### config.mk
export PLATFORM = sky130hd
export DESIGN_NAME = ptu_timer
export DESIGN_NICKNAME = d
export VERILOG_FILES = /design/src/core/ptu_pkg.sv /design/src/core/ptu_sync.sv /design/src/core/ptu_counter.sv /design/src/core/ptu_timer.sv
export SDC_FILE = /design/constraint.sdc
export NUM_CORES = 1
export LEC_CHECK = 0
export CORE_AREA = 2 2 87 89
export CTS_CLUSTER_SIZE = 24
export DETAILED_ROUTE_END_ITERATION = 16
export DIE_AREA = 0 0 89 91
export DONT_BUFFER_PORTS = 1
export PLACE_DENSITY = 0.71
export SYNTH_ARGS = -nofsm -noshare
export SYNTH_HDL_FRONTEND = slang
export SYNTH_SLANG_ARGS = --single-unit
### constraint.sdc
create_clock -name clk -period 2.5 [get_ports clk]
set_clock_uncertainty 0.15 [all_clocks]
set_input_delay 0.125 -clock clk [delete_from_list [all_inputs] [get_ports clk]]
set_output_delay 0.125 -clock clk [all_outputs]
set_load 0.03 [all_outputs]
### src/core/ptu_pkg.sv
// Package of constants and types for the periodic timer capture block.
package ptu_pkg;

  // ----------------------------------------------------------------
  // Widths and counter limits.
  // ----------------------------------------------------------------
  localparam int CNT_W = 10;
  localparam logic [9:0] CNT_MAX = 10'h3FF;
  localparam logic [9:0] CNT_ZERO = 10'h000;
  localparam logic [7:0] DATA_ZERO = 8'h00;

  // ----------------------------------------------------------------
  // Register indices on the plain register port.
  // ----------------------------------------------------------------
  localparam logic [3:0] REG_CTRL0 = 4'h0;
  localparam logic [3:0] REG_CTRL1 = 4'h1;
  localparam logic [3:0] REG_COMPARE_REGISTER_A_LO = 4'h2;
  localparam logic [3:0] REG_COMPARE_REGISTER_A_HI = 4'h3;
  localparam logic [3:0] REG_PERIOD_REGISTER_LO = 4'h4;
  localparam logic [3:0] REG_PERIOD_REGISTER_HI = 4'h5;
  localparam logic [3:0] REG_CNT_LO = 4'h6;
  localparam logic [3:0] REG_CNT_HI = 4'h7;
  localparam logic [3:0] REG_IRQ_STAT = 4'h8;
  localparam logic [3:0] REG_IRQ_MASK = 4'h9;

  // ----------------------------------------------------------------
  // Field positions.
  // ----------------------------------------------------------------
  // Control 0: bit0 run, bit1 capture source select.
  localparam int BIT_RUN = 0;
  localparam int BIT_CAPTS = 1;
  // Control 1: [7:6] mode, [5:4] edge/output select, 3 out init,
  // 2 polarity invert, 0 counter clear select.
  localparam int BIT_MODE_HI = 7;
  localparam int BIT_MODE_LO = 6;
  localparam int BIT_IO_HI = 5;
  localparam int BIT_IO_LO = 4;
  localparam int BIT_OC = 3;
  localparam int BIT_POL = 2;
  localparam int BIT_CCLR = 0;
  // Interrupt status: bit0 capture/A match, bit1 period match.
  localparam int BIT_IRQ_A = 0;
  localparam int BIT_IRQ_P = 1;
  localparam logic [7:0] RESET_CTRL = 8'h00;
  localparam logic [1:0] IRQ_W0 = 2'h0;

  // ----------------------------------------------------------------
  // Mode and edge encodings.
  // ----------------------------------------------------------------
  localparam logic [1:0] MODE_COMPARE = 2'h0;
  localparam logic [1:0] MODE_CAPTURE = 2'h1;
  localparam logic [1:0] MODE_PWM = 2'h2;
  localparam logic [1:0] MODE_TIMER = 2'h3;
  localparam logic [1:0] EDGE_RISE = 2'h0;
  localparam logic [1:0] EDGE_FALL = 2'h1;
  localparam logic [1:0] EDGE_BOTH = 2'h2;
  localparam logic [1:0] EDGE_NONE = 2'h3;

  typedef enum logic [1:0] {
    PTU_IDLE,
    PTU_CAPTURE,
    PTU_PULSE
  } ptu_state_t;

endpackage : ptu_pkg

### src/core/ptu_sync.sv
// Two-stage synchroniser with edge detection for the capture pin.
`timescale 1ns/1ps
module ptu_sync import ptu_pkg::*; (
  input wire logic clk,
  input wire logic nrst,
  input wire logic pinIn,
  output logic rise,
  output logic fall
);

  // ----------------------------------------------------------------
  // Synchroniser and edge detector.
  // ----------------------------------------------------------------
  logic meta;
  logic syncd;
  logic last;

  // The first stage feeds only the second; edges look at later stages.
  always_ff @(posedge clk or negedge nrst) begin
    if (!nrst) begin
      meta <= 1'b0;
      syncd <= 1'b0;
      last <= 1'b0;
    end else begin
      meta <= pinIn;
      syncd <= meta;
      last <= syncd;
    end
  end

  // One pulse per synchronised transition.
  assign rise = syncd & ~last;
  assign fall = ~syncd & last;

  chk_one_edge: assert property (@(posedge clk) disable iff (!nrst)
    rise |=> !rise) else $error("rise pulse longer than one cycle");

endmodule : ptu_sync

### src/core/ptu_counter.sv
// Ten-bit up counter with period wrap for the periodic timer.
`timescale 1ns/1ps
module ptu_counter import ptu_pkg::*; (
  input wire logic clk,
  input wire logic nrst,
  input wire logic run,
  input wire logic restart,
  input wire logic [CNT_W-1:0] period,
  input wire logic periodUsed,
  output logic [CNT_W-1:0] count,
  output logic periodMatch
);

  // ----------------------------------------------------------------
  // Counter.
  // ----------------------------------------------------------------
  // A zero period means the full range is used before wrapping.
  assign periodMatch = run && periodUsed &&
                       (period == CNT_ZERO ? count == CNT_MAX
                                           : count == period);

  // Increment while running, clear on period match or a fresh start.
  always_ff @(posedge clk or negedge nrst) begin
    if (!nrst) begin
      count <= CNT_ZERO;
    end else if (restart) begin
      count <= CNT_ZERO;
    end else if (periodMatch) begin
      count <= CNT_ZERO;
    end else if (run) begin
      count <= count + 10'h001;
    end
  end

  chk_hold_stop: assert property (@(posedge clk) disable iff (!nrst)
    !run && !restart |=> $stable(count))
    else $error("counter moved while stopped");

endmodule : ptu_counter

### src/core/ptu_timer.sv
// Periodic timer unit: capture input mode and single pulse trigger.
//
// How it works
// - Mode field pattern 01 selects capture operation.
// - Capture source select bit picks the external capture pin.
// - Edge field picks rising, falling or both edges as active.
// - Counter starts only on a low to high move of run bit.
// - Active edge copies counter into compare A and raises interrupt.
// - Counter runs regardless of capture pin until run bit falls.
// - Period match clears the counter to zero.
// - Period match also raises the timer interrupt.
// - Edge field 11 disables capture; counter keeps running.
// - Clear select, initial state and polarity bits ignored in capture.
// - Period zero lets the counter run to full count.
// - Pin is watched even when driven as an output.
// - Single pulse: either pin edge sets the run bit.
// - Software may also start a single pulse via run bit.
// - Counter is ten bits and overflows after 3FF.
// - Single pulse: compare A match clears the run bit.
//
// Local design decisions: the register offsets and the address-and-strobe port.
`timescale 1ns/1ps
module ptu_timer import ptu_pkg::*; (
  input wire logic clk,
  input wire logic nrst,
  input wire logic [3:0] regAddr,
  input wire logic [7:0] regWdata,
  input wire logic regWrite,
  input wire logic regRead,
  output logic [7:0] regRdata,
  input wire logic capture_input_pin,
  output logic irq
);

  // ----------------------------------------------------------------
  // Control registers.
  // ----------------------------------------------------------------
  logic counter_run_bit;
  logic capture_source_select;
  logic mode_select_hi;
  logic mode_select_lo;
  logic edge_output_select_hi;
  logic edge_output_select_lo;
  logic output_initial_state;
  logic output_polarity_invert;
  logic counter_clear_select;
  logic [CNT_W-1:0] compare_register_a;
  logic [CNT_W-1:0] period_register;
  logic [1:0] irqStatus;
  logic [1:0] irqMask;
  logic runLast;
  logic pinRise;
  logic pinFall;
  logic [CNT_W-1:0] count;
  logic periodMatch;
  logic [1:0] mode;
  logic [1:0] edgeSel;
  logic isCapture;
  logic isPulse;
  logic activeEdge;
  logic pulseEdge;
  logic captureHit;
  logic compareHit;
  logic runStart;
  logic [1:0] irqSet;
  ptu_state_t state;

  assign mode = {mode_select_hi, mode_select_lo};
  assign edgeSel = {edge_output_select_hi, edge_output_select_lo};

  // Decodes whether a write of the given index is happening now.
  function automatic logic wrHit(input logic [3:0] idx,
                                 input logic [3:0] addr,
                                 input logic we);
    wrHit = we && (addr == idx);
  endfunction : wrHit

  // ----------------------------------------------------------------
  // Capture pin and edge qualification.
  // ----------------------------------------------------------------
  // The pin is sampled whatever its direction, so self-driven
  // transitions on a shared pin still capture.
  ptu_sync u_sync (
    .clk(clk),
    .nrst(nrst),
    .pinIn(capture_input_pin),
    .rise(pinRise),
    .fall(pinFall)
  );

  // Edge field chooses which transitions count; 11 selects none.
  always_comb begin
    case (edgeSel)
      EDGE_RISE: activeEdge = pinRise;
      EDGE_FALL: activeEdge = pinFall;
      EDGE_BOTH: activeEdge = pinRise | pinFall;
      EDGE_NONE: activeEdge = 1'b0;
      default: activeEdge = 1'b0;
    endcase
  end

  // Single pulse holds the edge field at 11, which selects no capture
  // edge, so the pulse trigger takes either pin transition instead.
  assign isCapture = (mode == MODE_CAPTURE);
  assign isPulse = (mode == MODE_PWM) && (edgeSel == EDGE_NONE);
  assign pulseEdge = pinRise | pinFall;
  assign captureHit = isCapture && capture_source_select &&
                      counter_run_bit && activeEdge;
  // The start cycle still shows the count left by the last pulse, so a
  // match there must not end the new pulse at once.
  assign compareHit = isPulse && counter_run_bit && !runStart &&
                      (count == compare_register_a);
  assign runStart = counter_run_bit && !runLast;

  // ----------------------------------------------------------------
  // Counter instance.
  // ----------------------------------------------------------------
  // Counting only follows the run bit, never the capture pin.
  ptu_counter u_cnt (
    .clk(clk),
    .nrst(nrst),
    .run(counter_run_bit),
    .restart(runStart),
    .period(period_register),
    .periodUsed(!isPulse),
    .count(count),
    .periodMatch(periodMatch)
  );

  // ----------------------------------------------------------------
  // Mode tracking state.
  // ----------------------------------------------------------------
  // Tracks which operation the unit is in, for status read-back.
  always_ff @(posedge clk or negedge nrst) begin
    if (!nrst) begin
      state <= PTU_IDLE;
    end else begin
      case (1'b1)
        isCapture: state <= PTU_CAPTURE;
        isPulse: state <= PTU_PULSE;
        default: state <= PTU_IDLE;
      endcase
    end
  end

  // Edge detector for the run bit.
  always_ff @(posedge clk or negedge nrst) begin
    if (!nrst) begin
      runLast <= 1'b0;
    end else begin
      runLast <= counter_run_bit;
    end
  end

  // ----------------------------------------------------------------
  // Run bit and control 0.
  // ----------------------------------------------------------------
  // A pin edge or software sets run in single pulse; an A match
  // clears it. Hardware set wins over a software clear.
  always_ff @(posedge clk or negedge nrst) begin
    if (!nrst) begin
      counter_run_bit <= 1'b0;
      capture_source_select <= 1'b0;
    end else begin
      if (wrHit(REG_CTRL0, regAddr, regWrite)) begin
        counter_run_bit <= regWdata[BIT_RUN];
        capture_source_select <= regWdata[BIT_CAPTS];
      end else if (compareHit) begin
        counter_run_bit <= 1'b0;
      end
      if (isPulse && !counter_run_bit && pulseEdge) begin
        counter_run_bit <= 1'b1;
      end
    end
  end

  // Control 1 holds mode and the output bits; the output bits steer
  // nothing here since capture operation has no output.
  always_ff @(posedge clk or negedge nrst) begin
    if (!nrst) begin
      {mode_select_hi, mode_select_lo} <= MODE_COMPARE;
      {edge_output_select_hi, edge_output_select_lo} <= EDGE_RISE;
      output_initial_state <= 1'b0;
      output_polarity_invert <= 1'b0;
      counter_clear_select <= 1'b0;
    end else if (wrHit(REG_CTRL1, regAddr, regWrite)) begin
      mode_select_hi <= regWdata[BIT_MODE_HI];
      mode_select_lo <= regWdata[BIT_MODE_LO];
      edge_output_select_hi <= regWdata[BIT_IO_HI];
      edge_output_select_lo <= regWdata[BIT_IO_LO];
      output_initial_state <= regWdata[BIT_OC];
      output_polarity_invert <= regWdata[BIT_POL];
      counter_clear_select <= regWdata[BIT_CCLR];
    end
  end

  // ----------------------------------------------------------------
  // Compare and period registers.
  // ----------------------------------------------------------------
  // A capture overwrites compare A; it wins over a same-cycle write.
  always_ff @(posedge clk or negedge nrst) begin
    if (!nrst) begin
      compare_register_a <= CNT_ZERO;
    end else if (captureHit) begin
      compare_register_a <= count;
    end else if (wrHit(REG_COMPARE_REGISTER_A_LO, regAddr, regWrite)) begin
      compare_register_a[7:0] <= regWdata;
    end else if (wrHit(REG_COMPARE_REGISTER_A_HI, regAddr, regWrite)) begin
      compare_register_a[9:8] <= regWdata[1:0];
    end
  end

  // Period register, low and high parts.
  always_ff @(posedge clk or negedge nrst) begin
    if (!nrst) begin
      period_register <= CNT_ZERO;
    end else if (wrHit(REG_PERIOD_REGISTER_LO, regAddr, regWrite)) begin
      period_register[7:0] <= regWdata;
    end else if (wrHit(REG_PERIOD_REGISTER_HI, regAddr, regWrite)) begin
      period_register[9:8] <= regWdata[1:0];
    end
  end

  // ----------------------------------------------------------------
  // Interrupts.
  // ----------------------------------------------------------------
  // Capture or A match sets bit 0; period match in capture sets bit 1.
  assign irqSet[BIT_IRQ_A] = captureHit | compareHit;
  assign irqSet[BIT_IRQ_P] = periodMatch && isCapture;

  // A read of status clears it, but a new event in that cycle stays.
  always_ff @(posedge clk or negedge nrst) begin
    if (!nrst) begin
      irqStatus <= IRQ_W0;
    end else if (regRead && regAddr == REG_IRQ_STAT) begin
      irqStatus <= irqSet;
    end else begin
      irqStatus <= irqStatus | irqSet;
    end
  end

  // Mask register.
  always_ff @(posedge clk or negedge nrst) begin
    if (!nrst) begin
      irqMask <= IRQ_W0;
    end else if (wrHit(REG_IRQ_MASK, regAddr, regWrite)) begin
      irqMask <= regWdata[1:0];
    end
  end

  assign irq = |(irqStatus & irqMask);

  // ----------------------------------------------------------------
  // Read port.
  // ----------------------------------------------------------------
  // Read data stands for the single cycle after the read strobe.
  always_ff @(posedge clk or negedge nrst) begin
    if (!nrst) begin
      regRdata <= DATA_ZERO;
    end else if (!regRead) begin
      regRdata <= DATA_ZERO;
    end else begin
      case (regAddr)
        REG_CTRL0: regRdata <= {4'h0, 2'(state), capture_source_select,
                                counter_run_bit};
        REG_CTRL1: regRdata <= {mode, edgeSel, output_initial_state,
                                output_polarity_invert, 1'b0,
                                counter_clear_select};
        REG_COMPARE_REGISTER_A_LO: regRdata <= compare_register_a[7:0];
        REG_COMPARE_REGISTER_A_HI: regRdata <= {6'h00, compare_register_a[9:8]};
        REG_PERIOD_REGISTER_LO: regRdata <= period_register[7:0];
        REG_PERIOD_REGISTER_HI: regRdata <= {6'h00, period_register[9:8]};
        REG_CNT_LO: regRdata <= count[7:0];
        REG_CNT_HI: regRdata <= {6'h00, count[9:8]};
        REG_IRQ_STAT: regRdata <= {6'h00, irqStatus};
        REG_IRQ_MASK: regRdata <= {6'h00, irqMask};
        default: regRdata <= DATA_ZERO;
      endcase
    end
  end

  // ----------------------------------------------------------------
  // Checks.
  // ----------------------------------------------------------------
  chk_capture_latch: assert property (@(posedge clk) disable iff (!nrst)
    captureHit |=> compare_register_a == $past(count))
    else $error("compare A did not latch the count");

  chk_capture_irq: assert property (@(posedge clk) disable iff (!nrst)
    captureHit |=> irqStatus[BIT_IRQ_A])
    else $error("capture did not set interrupt");

  chk_none_edge: assert property (@(posedge clk) disable iff (!nrst)
    edgeSel == EDGE_NONE |-> !captureHit)
    else $error("capture with edges disabled");

  chk_period_wrap: assert property (@(posedge clk) disable iff (!nrst)
    periodMatch && !runStart |=> count == CNT_ZERO)
    else $error("counter not cleared on period match");

  chk_period_irq: assert property (@(posedge clk) disable iff (!nrst)
    periodMatch && isCapture |=> irqStatus[BIT_IRQ_P])
    else $error("period match did not set interrupt");

  chk_start_zero: assert property (@(posedge clk) disable iff (!nrst)
    runStart |=> count == CNT_ZERO)
    else $error("counter not restarted from zero");

  chk_run_keeps: assert property (@(posedge clk) disable iff (!nrst)
    isCapture && counter_run_bit && !periodMatch && !runStart
    |=> count == $past(count) + 10'h001)
    else $error("counter stalled in capture mode");

  chk_pulse_stop: assert property (@(posedge clk) disable iff (!nrst)
    compareHit && !regWrite |=> !counter_run_bit)
    else $error("compare A match did not stop pulse");

  chk_pulse_trig: assert property (@(posedge clk) disable iff (!nrst)
    isPulse && !counter_run_bit && pulseEdge |=> counter_run_bit)
    else $error("pin edge did not start pulse");

  chk_pulse_start: assert property (@(posedge clk) disable iff (!nrst)
    isPulse && runStart && !regWrite |=> counter_run_bit)
    else $error("single pulse stopped at its start");

  chk_full_range: assert property (@(posedge clk) disable iff (!nrst)
    !isPulse && counter_run_bit && !runStart && !regWrite &&
    period_register == CNT_ZERO
    |=> (count == CNT_ZERO) == ($past(count) == CNT_MAX))
    else $error("zero period did not wrap at full count");

  chk_a_holds: assert property (@(posedge clk) disable iff (!nrst)
    !captureHit && !regWrite |=> $stable(compare_register_a))
    else $error("compare A changed without capture or write");

endmodule : ptu_timer

Word-level counts from Yosys, hierarchy flattened
Index checks and enable logic that the tools add are counted.
{"block": "totals", "word_cells": 102, "ff_bits": 57}
{"block": "classes", "n_reduce_logical": 35, "bitwise_logic": 9, "muxes": 17, "n_eq_ne": 18, "addsub": 1}
{"operator": "$pmux 8 s10", "n": 1}
{"operator": "$mux 10", "n": 4}
{"operator": "$logic_and 1x1->1", "n": 21}
{"operator": "$eq 10x10->1", "n": 2}
{"operator": "$eq 4x3->1 const B", "n": 4}
{"operator": "$mux 8", "n": 2}
{"operator": "$add 10x1->10 const B", "n": 1}
{"operator": "$eq 10x10->1 const B", "n": 1}
{"operator": "$logic_not 10->1", "n": 1}
{"operator": "$mux 2", "n": 5}
{"operator": "$eq 4x2->1 const B", "n": 2}
{"operator": "$eq 4x4->1 const B", "n": 2}
{"operator": "$eq 2x2->1 const B", "n": 3}
{"operator": "$reduce_bool 3->1", "n": 2}
{"operator": "$eq 2x1->1 const B", "n": 2}
{"operator": "$eq 4x1->1 const B", "n": 1}
{"operator": "$logic_not 1->1", "n": 4}
{"operator": "$logic_not 4->1", "n": 1}
{"operator": "$mux 1", "n": 4}
{"operator": "$pmux 1 s4", "n": 1}
{"operator": "$reduce_and 2->1", "n": 2}
{"operator": "$reduce_bool 2->1", "n": 2}
{"operator": "$not 1->1", "n": 3}
{"operator": "$and 1x1->1", "n": 2}
{"operator": "6 further kinds", "n": 7}

Longest topological paths before layout
Gate-level depths: netlist of run 1.
{"block": "logic_depth", "ltp_word": 8, "mapped_depth": 8}

By module
A second synthesis of run 1 with hierarchy kept.
{"block": "hier_totals", "hier_cells": 287, "area_unflattened_um2": 3205.6}
{"mod": "ptu_timer", "cells_each": 204, "seq_area_each_um2": 1101.1, "n_inst": 1, "area_each_um2": 2388.5}
{"mod": "ptu_counter", "cells_each": 78, "seq_area_each_um2": 250.2, "n_inst": 1, "area_each_um2": 726.9}
{"mod": "ptu_sync", "cells_each": 5, "seq_area_each_um2": 75.1, "n_inst": 1, "area_each_um2": 90.1}

Worst setup path before layout of run 1
OpenSTA, ideal clock, no wires.
{"block": "synth_path", "kind": "register -> register", "start": "reg period_register[0]", "end": "reg u_cnt.count[0]", "stages_incl_launch_ff": 9, "required_ps": 2215, "arrival_ps": 1805, "setup_time_ps": 135, "path_buffers": 2, "path_slack_ps": 410, "path_cell_list": "dfrtp_1 -> nor4_2 -> and3_1 -> buf_4 -> and4_1 -> o211ai_1 -> nor3_2 -> buf_6 -> o22ai_2"}
{"block": "synth_via", "elab_chain_cells": 5, "elab_cells_between_ends": 7}
{"element": "start: declaration", "line_no": "ptu_timer.sv:48", "rtl": "logic [CNT_W-1:0] period_register;"}
{"element": "start signal: assignment", "line_no": "ptu_timer.sv:218", "rtl": "period_register[7:0] <= regWdata;"}
{"element": "$eq 10x10->1 / $logic_not 10->1 (equally long branches)", "line_no": "ptu_counter.sv:20, ptu_counter.sv:19"}
{"element": "$mux 1 *", "line_no": "ptu_counter.sv:19", "rtl": "(period == CNT_ZERO ? count == CNT_MAX"}
{"element": "$logic_and 1x1->1 *", "line_no": "ptu_counter.sv:18", "rtl": "assign periodMatch = run && periodUsed &&"}
{"element": "$mux 10", "line_no": "ptu_counter.sv:28", "rtl": "end else if (periodMatch) begin"}
{"element": "$mux 10", "line_no": "ptu_counter.sv:26", "rtl": "end else if (restart) begin"}
{"element": "end signal: assignment", "line_no": "ptu_counter.sv:31", "rtl": "count <= count + 10'h001;"}
{"element": "end: declaration", "line_no": "ptu_counter.sv:10", "rtl": "output logic [CNT_W-1:0] count,"}
Every way passes the cells marked *; elsewhere a longest branch is shown, timed or not.
A chain may end at the register's enable or synchronous reset.

Final worst setup path of run 1
{"block": "layout_path", "start": "reg period_register[7]", "end": "reg u_cnt.count[9]"}
Same word-level chain as after synthesis.

==> results of run 1 <==
==> critical path, stage by stage, from the launching register on <==
cell	delay [ps]
dfrtp_1	430
nor4_2	420
and3_1	320
and4_1	210
o211ai_1	90
nor3_2	190
buf_4	220
o22ai_2	90
==> worst max-delay path by stage <==
| stage | to | slack (ps) | from | cells after the start |
|---|---|---|---|---|
| 6_report | u_cnt.count[9] | 260 | period_register[7] | 7 |
| 4_1_cts | u_cnt.count[9] | 280 | period_register[7] | 7 |
| 2_1_floorplan | u_cnt.count[0] | 410 | period_register[0] | 8 |
| 3_5_place_dp | u_cnt.count[9] | 300 | period_register[7] | 7 |
| 3_3_place_gp | u_cnt.count[9] | 340 | period_register[6] | 7 |
| 5_1_grt | u_cnt.count[9] | 30 | period_register[6] | 7 |
==> state kept, by name (all words and copies together) (netlist names) <==
name	cells
output_initial_state	1
state	2
regRdata	8
irqStatus	2
mode_select_hi	1
period_register	10
irqMask	2
counter_run_bit	1
counter_clear_select	1
u_sync.last	1
u_sync.meta	1
compare_register_a	10
edge_output_select_hi	1
u_sync.syncd	1
mode_select_lo	1
capture_source_select	1
output_polarity_invert	1
runLast	1
edge_output_select_lo	1
u_cnt.count	10
==> power groups by stage <==
stage / Clock (mW) / Sequential, mW / Combinational (mW)
2_1_floorplan: 0 / 1.31 / 0.589
3_3_place_gp: 0 / 1.41 / 0.634
3_5_place_dp: 0 / 1.42 / 0.651
4_1_cts: 0.997 / 1.41 / 0.709
5_1_grt: 1.05 / 1.44 / 0.798
6_report: 0.982 / 1.41 / 0.710
==> area by class of cell <==
cell class | count | area [um2] | area share (%)
clock buffer | 11 | 151 | 4.13
clock inverter | 5 | 77.6 | 2.12
multi-input combinational | 230 | 1590 | 43.4
timing repair buffer | 28 | 270 | 7.37
inverter | 7 | 26.3 | 0.716
sequential | 57 | 1430 | 38.9
tap | 99 | 124 | 3.38
==> logic make-up (layout without fill, tap and decap cells) <==
group	after synthesis	count (layout)	share of synthesized area, %
XOR/XNOR	17	17	4.74
AND/OR/NAND/NOR	103	103	17.7
AO/OA/AOI/OAI	72	72	14.8
flip-flops	57	57	45.4
multiplexers	35	35	12.0
adder cells (fa/ha/maj)	3	3	1.20
buffers and inverters	30	51	4.11
==> routing by layer <==
metal | share of wire [%] | up-vias
li1 | - | 1189
met1 | 44 | 1263
met2 | 47 | 128
met3 | 7.7 | 14
met4 | 1.5 | 0
met5 | 0 | -
==> timing repair <==
action                     CTS  global route
setup buffers                0             0
gates resized for setup      0             0
hold buffers                17             0
hold endpoints to repair    93             0
setup endpoints to repair    0             0
==> placed cells by master (no fill, tap or decap), types with 3 or more instances in the layout <==
cell / Yosys / layout
mux2i_1: 14 / 14
o21ai_0: 15 / 15
inv_1: 7 / 7
a22oi_1: 13 / 13
nor2_1: 24 / 24
nand4_1: 5 / 5
nand2b_1: 3 / 3
dfrtp_1: 57 / 57
a21oi_1: 20 / 20
mux2_2: 21 / 21
xnor2_1: 13 / 13
o22ai_2: 3 / 3
dlygate4sd3_1: 0 / 16
nand2_1: 18 / 18
nor3_1: 7 / 7
buf_4: 1 / 11
and3_1: 7 / 7
clkbuf_8: 0 / 11
xor2_1: 4 / 4
nand3_1: 17 / 17
ha_1: 3 / 3
a31oi_1: 8 / 8
a32oi_1: 3 / 3
nor3_2: 3 / 3
o22ai_1: 3 / 3
nor2b_1: 4 / 4
==> synth_stat cells (all sizes together) (3+ instances only) <==
cell type,instances
dfrtp,57
nor2,24
mux2,21
a21oi,20
nand2,18
nand3,17
o21ai,15
clkbuf,14
mux2i,14
a22oi,13
xnor2,13
nor3,10
buf,9
a31oi,8
and3,7
inv,7
o22ai,6
nand4,5
nor2b,4
nor4,4
xor2,4
a32oi,3
ha,3
nand2b,3
==> flow_summary.toml, run 1 <==
[timing]
maxSlewViolCount = 0
fin_crit_sh_pct = 89.7
holdWs_ps = 17.5
rsz0062_at_grt = "no"
fin_setup_tns_ps = 0
finalSetupViolations = 0
fin_crit_ps = 2240
final.setup.worst_slack_ps = 258
finalHoldViolations = 0
clock.fmax_ghz = 0.446
relSlewSlack_pct = 64.2
tightestPinTransition_ps = 535

[logic_synthesis]
synth_warnings = 0
netlist_instances = 317
synth_area_um2 = 3140
synth_top_cell_area_share_pct = 45.4
syn_nets = 337
synth_edf_count = 0
async_flop_share_pct = 100
yosys-top-cells-area = "dfrtp_1 (45%), mux2_2 (7.5%), mux2i_1 (4.5%), xnor2_1 (3.6%), a21oi_1 (3.2%)"
ys.flop_type = "dfrtp_1"
synth_top_cell_by_area = "dfrtp_1"
syn_avg_cell_area_um2 = 9.90
ys_ff_latch = 57
post_synth_num_cell_types = 44
seq_area_frac_synth_pct = 45.4

[clocking]
clockBufferDepth = 2
clock-root-buffer = "clkbuf_8"
insertion_delay_ps = 340
cts_tree = "built"
clk_pin_slew_ps = 70
cts_buffers = 9
htree_num_levels = 3
cts_sinks = 57

[global_routing]
first_global_vias = 2440
use_met3_pct = 6.09
grtUsageMet1_pct = 29.3
overflow = 0
grt.met2_usage_pct = 31.0
grt_usage_pct = 20.9
grt_pass1_wl_mm = 12.8
antenna_found_initial = 0
busiest_layer = "met2"
grt_max_degree = 58

[pwr]
total_power_mw = 3.10
swShare_pct = 32.1
pwr-share-clk_pct = 31.7
p_int_mw = 2.11
power_frac_comb_pct = 22.9
peakVddDrop_uv = 394
seq_power_share_pct = 45.4
switching_power_mw = 0.995
p_per_area_nw_per_um2 = 845
leakage_nw = 1.58

[routing]
num_vias = 2594
route.detailed.drc = 0
wl_per_cell_um = 18.0
antenna_left = 0
drt-pass1-iter-count = 6
wl_mm = 7.87
via_per_inst = 5.94
drt_iter0_markers = 230

[final_layout]
final_nets = 353
layoutNonFillerInstCount = 437
area_growth_pct = 16.8
n_fill_cell = 677
drive_gt1_share_pct = 17.5
n_antenna_cell = 0
final_cell_area_um2 = 3670
fin_util_pct = 51.4

[floorplan]
die_area_um2 = 8100
num_io_pins = 26
placementRows = 31
initial_core_util_pct = 44.0
die_y_um = 91
die_w_um = 89
core-area_um2 = 7140

[place]
dp_slack_ps = 302
place_area_um2 = 3250
place_congestion = 0.925
place_inst = 404
dp_hpwl_mm = 5.24
numPortBuffers = 0

[outcome]
status = "finished, final reports clean"

[worst_setup_path]
reg2reg_to = "u_cnt.count[9]"
crit_required_ps = 2560
timing.critical_path.fanout_max = 11
cp.arrival_ps = 2310
r2r_setup_slack_ps = 260
start_kind = "flip-flop"
reg2reg_depth = 7
path_class = "flip-flop to flip-flop"
rr_startpoint = "period_register[7]"
cp-end-kind = "flip-flop"

[hold_path]
min_to = "regRdata[3]"
hold_class = "input port to flip-flop"
min-delay-start = "regRead"
hold_path_depth = 2

[run]
maxCapViolations = 0
Note: power is estimated with default switching activity, not from simulation.
==> run 2: changes to the inputs <==
--- a/config.mk
+++ b/config.mk
@@ -5,12 +5,14 @@
 export SDC_FILE = /design/constraint.sdc
 export NUM_CORES = 1
 export LEC_CHECK = 0
+export ABC_AREA = 1
 export CORE_AREA = 2 2 87 89
 export CTS_CLUSTER_SIZE = 24
 export DETAILED_ROUTE_END_ITERATION = 16
 export DIE_AREA = 0 0 89 91
 export DONT_BUFFER_PORTS = 1
-export PLACE_DENSITY = 0.71
+export GPL_ROUTABILITY_DRIVEN = 0
+export PLACE_DENSITY = 0.7
 export SYNTH_ARGS = -nofsm -noshare
 export SYNTH_HDL_FRONTEND = slang
 export SYNTH_SLANG_ARGS = --single-unit
==> run 2 against run 1 <==
Setup slack gained 38 ps; area after synthesis shrank 0.24%; sequential power shrank 5%; clock power shrank 16%; via count grew 13%; combinational power is essentially flat; non-clock buffer count shrank 6; routed wire length grew 7.1%; power shrank 6.9%; global-route usage grew 1.7 points; fmax grew 1.7%; final area is essentially flat; critical path type is now input port to flip-flop; highest routed layer unchanged.
==> flow_summary.toml, run 2 <==
[worst_setup_path]
start_kind = "input port"
crit_required_ps = 2560
cp.arrival_ps = 2260
reg2reg_to = "compare_register_a[5]"
rr_startpoint = "u_sync.syncd"
timing.critical_path.fanout_max = 14
cp-end-kind = "flip-flop"
reg2reg_depth = 7
path_class = "input port to flip-flop"
r2r_setup_slack_ps = 300

[final_layout]
area_growth_pct = 17.1
final_cell_area_um2 = 3670
final_common_cell = "nand2_1"
layout_common_cells = "nand2_1 (117), inv_1 (61), dfrtp_1 (57), nor2_1 (34), o21ai_0 (33)"
drive_gt1_share_pct = 7.16
layoutNonFillerInstCount = 546
n_antenna_cell = 0
final_nets = 462
reg_top3 = "compare_register_a x10, period_register x10, u_cnt.count x10"
n_fill_cell = 707

[timing]
maxSlewViolCount = 0
tightestPinTransition_ps = 673
relSlewSlack_pct = 55.8
fin_crit_ps = 2200
fin_setup_tns_ps = 0
rsz0062_at_grt = "no"
fin_crit_sh_pct = 88.2
finalSetupViolations = 0
final.setup.worst_slack_ps = 296
finalHoldViolations = 0
clock.fmax_ghz = 0.454

[hold_path]
min-delay-start = "regAddr[2]"
hold_class = "input port to flip-flop"
min_to = "regRdata[5]"
hold_path_depth = 5

[logic_synthesis]
ys_ff_latch = 57
synth_warnings = 0
syn_avg_cell_area_um2 = 7.56
syn_nets = 434
synth_top_cell_by_area = "dfrtp_1"
ys.flop_type = "dfrtp_1"
synth_commonest_cells = "nand2_1 (117), inv_1 (61), dfrtp_1 (57), nor2_1 (34), o21ai_0 (33)"
seq_area_frac_synth_pct = 45.5
yosys-top-cells-area = "dfrtp_1 (46%), nand2_1 (14%), inv_1 (7.3%), o21ai_0 (5.3%), nor2_1 (4.1%)"
synth_area_um2 = 3130
async_flop_share_pct = 100
post_synth_num_cell_types = 32
synth_top_cell_area_share_pct = 45.5
yosysMostFrequentCell = "nand2_1"
netlist_instances = 414
synth_edf_count = 0

[floorplan]
initial_core_util_pct = 43.9
placementRows = 31
die_w_um = 89
core-area_um2 = 7140
num_io_pins = 26
die_y_um = 91
die_area_um2 = 8100

[pwr]
leakage_nw = 1.77
p_per_area_nw_per_um2 = 787
peakVddDrop_uv = 299

[clocking]
clockBufferDepth = 2
cts_buffers = 9
htree_num_levels = 3
cts_sinks = 57
insertion_delay_ps = 340
cts_tree = "built"
clk_pin_slew_ps = 70
clock-root-buffer = "clkbuf_8"

[outcome]
status = "finished, final reports clean"

[routing]
drt-pass1-iter-count = 5
wl_mm = 8.43
drt_iter0_markers = 229
route.detailed.drc = 0
antenna_left = 0
wl_per_cell_um = 15.4
via_per_inst = 5.39
num_vias = 2941

[place]
numPortBuffers = 0
place_inst = 508
dp_hpwl_mm = 5.97
dp_slack_ps = 312
place_area_um2 = 3240

[global_routing]
grt_max_degree = 58
grt_pass1_wl_mm = 13.8
first_global_vias = 2901
antenna_found_initial = 0
overflow = 0
grt_usage_pct = 22.6

[run]
maxCapViolations = 0
## run 2: cell count changes after synthesis, moves of 10 or more
cell      change
xnor2_1      -12
nand2_1      +99
a22oi_1      -13
clkbuf_1     -10
mux2i_1      -14
mux2_2       -21
o21ai_0      +18
nor2_1       +10
o221ai_1     +11
inv_1        +54
## run 2: what timing repair did
action | in CTS | in global routing
gates resized for setup | 0 | 1
setup endpoints to repair | 0 | 1
hold endpoints to repair | 99 | 6
hold buffers | 21 | 1
setup buffers | 0 | 0
## run 2: kinds of logic (layout without fill, tap and decap cells)
logic type	count (synthesis)	after routing	share of synthesized area [%]
flip-flops	57	57	45.5
adder cells (fa/ha/maj)	3	3	1.20
AND/OR/NAND/NOR	197	197	27.8
XOR/XNOR	7	7	1.96
AO/OA/AOI/OAI	80	80	15.1
buffers and inverters	70	103	8.43
## run 2: layout make-up
class                      count  area, um2  area share [%]
tap                           99        124            3.38
sequential                    57       1430            38.9
multi-input combinational    287       1450            39.5
inverter                      65        244            6.66
timing repair buffer          22        238            6.48
clock inverter                 5       56.3            1.54
clock buffer                  11        131            3.58
## run 2: worst max-delay path, cell delays in order
cell,delay (ps)
dlygate4sd3_1,570
nand2_1,80
dlygate4sd3_1,570
nor2_2,310
nand2_1,370
nand2_1,150
o21ai_0,80
## run 2: routing by layer
metal / wire, um / up-vias / GRT usage, %
met1: 3700 / 1379 / 29.9
met3: 538 / 30 / 5.27
met5: 0 / - / 0
met2: 3870 / 129 / 33.8
li1: - / 1403 / -
met4: 320 / 0 / 12.1
## run 2: worst max-delay path by stage
stage	slack [ps]	end	depth (start not counted)	startpoint
final	300	output_polarity_invert	7	regAddr[0]
after global placement	360	compare_register_a[2]	5	u_sync.syncd
after detailed placement	310	compare_register_a[5]	5	u_sync.syncd
after CTS	300	compare_register_a[5]	5	u_sync.syncd
after global routing	50	compare_register_a[5]	7	u_sync.syncd
after floorplan	820	u_cnt.count[0]	9	period_register[2]
## run 2: per-stage QoR
step | power [mW] | hold WS, ps | util (%)
3_3_place_gp | 1.98 | -319 | 45.3
2_1_floorplan | 1.81 | -321 | -
6_report | 2.88 | 29.0 | 51.4
4_1_cts | 2.88 | 2.31 | 51.2
5_1_grt | 3.07 | 37.1 | 51.4
3_5_place_dp | 2.00 | -319 | 45.3
## run 2: report_power, final
group,switching (mW),internal (mW),leakage (nW)
combinational,0.438,0.275,0.943
clock,0.370,0.459,0.0933
sequential,0.239,1.10,0.738
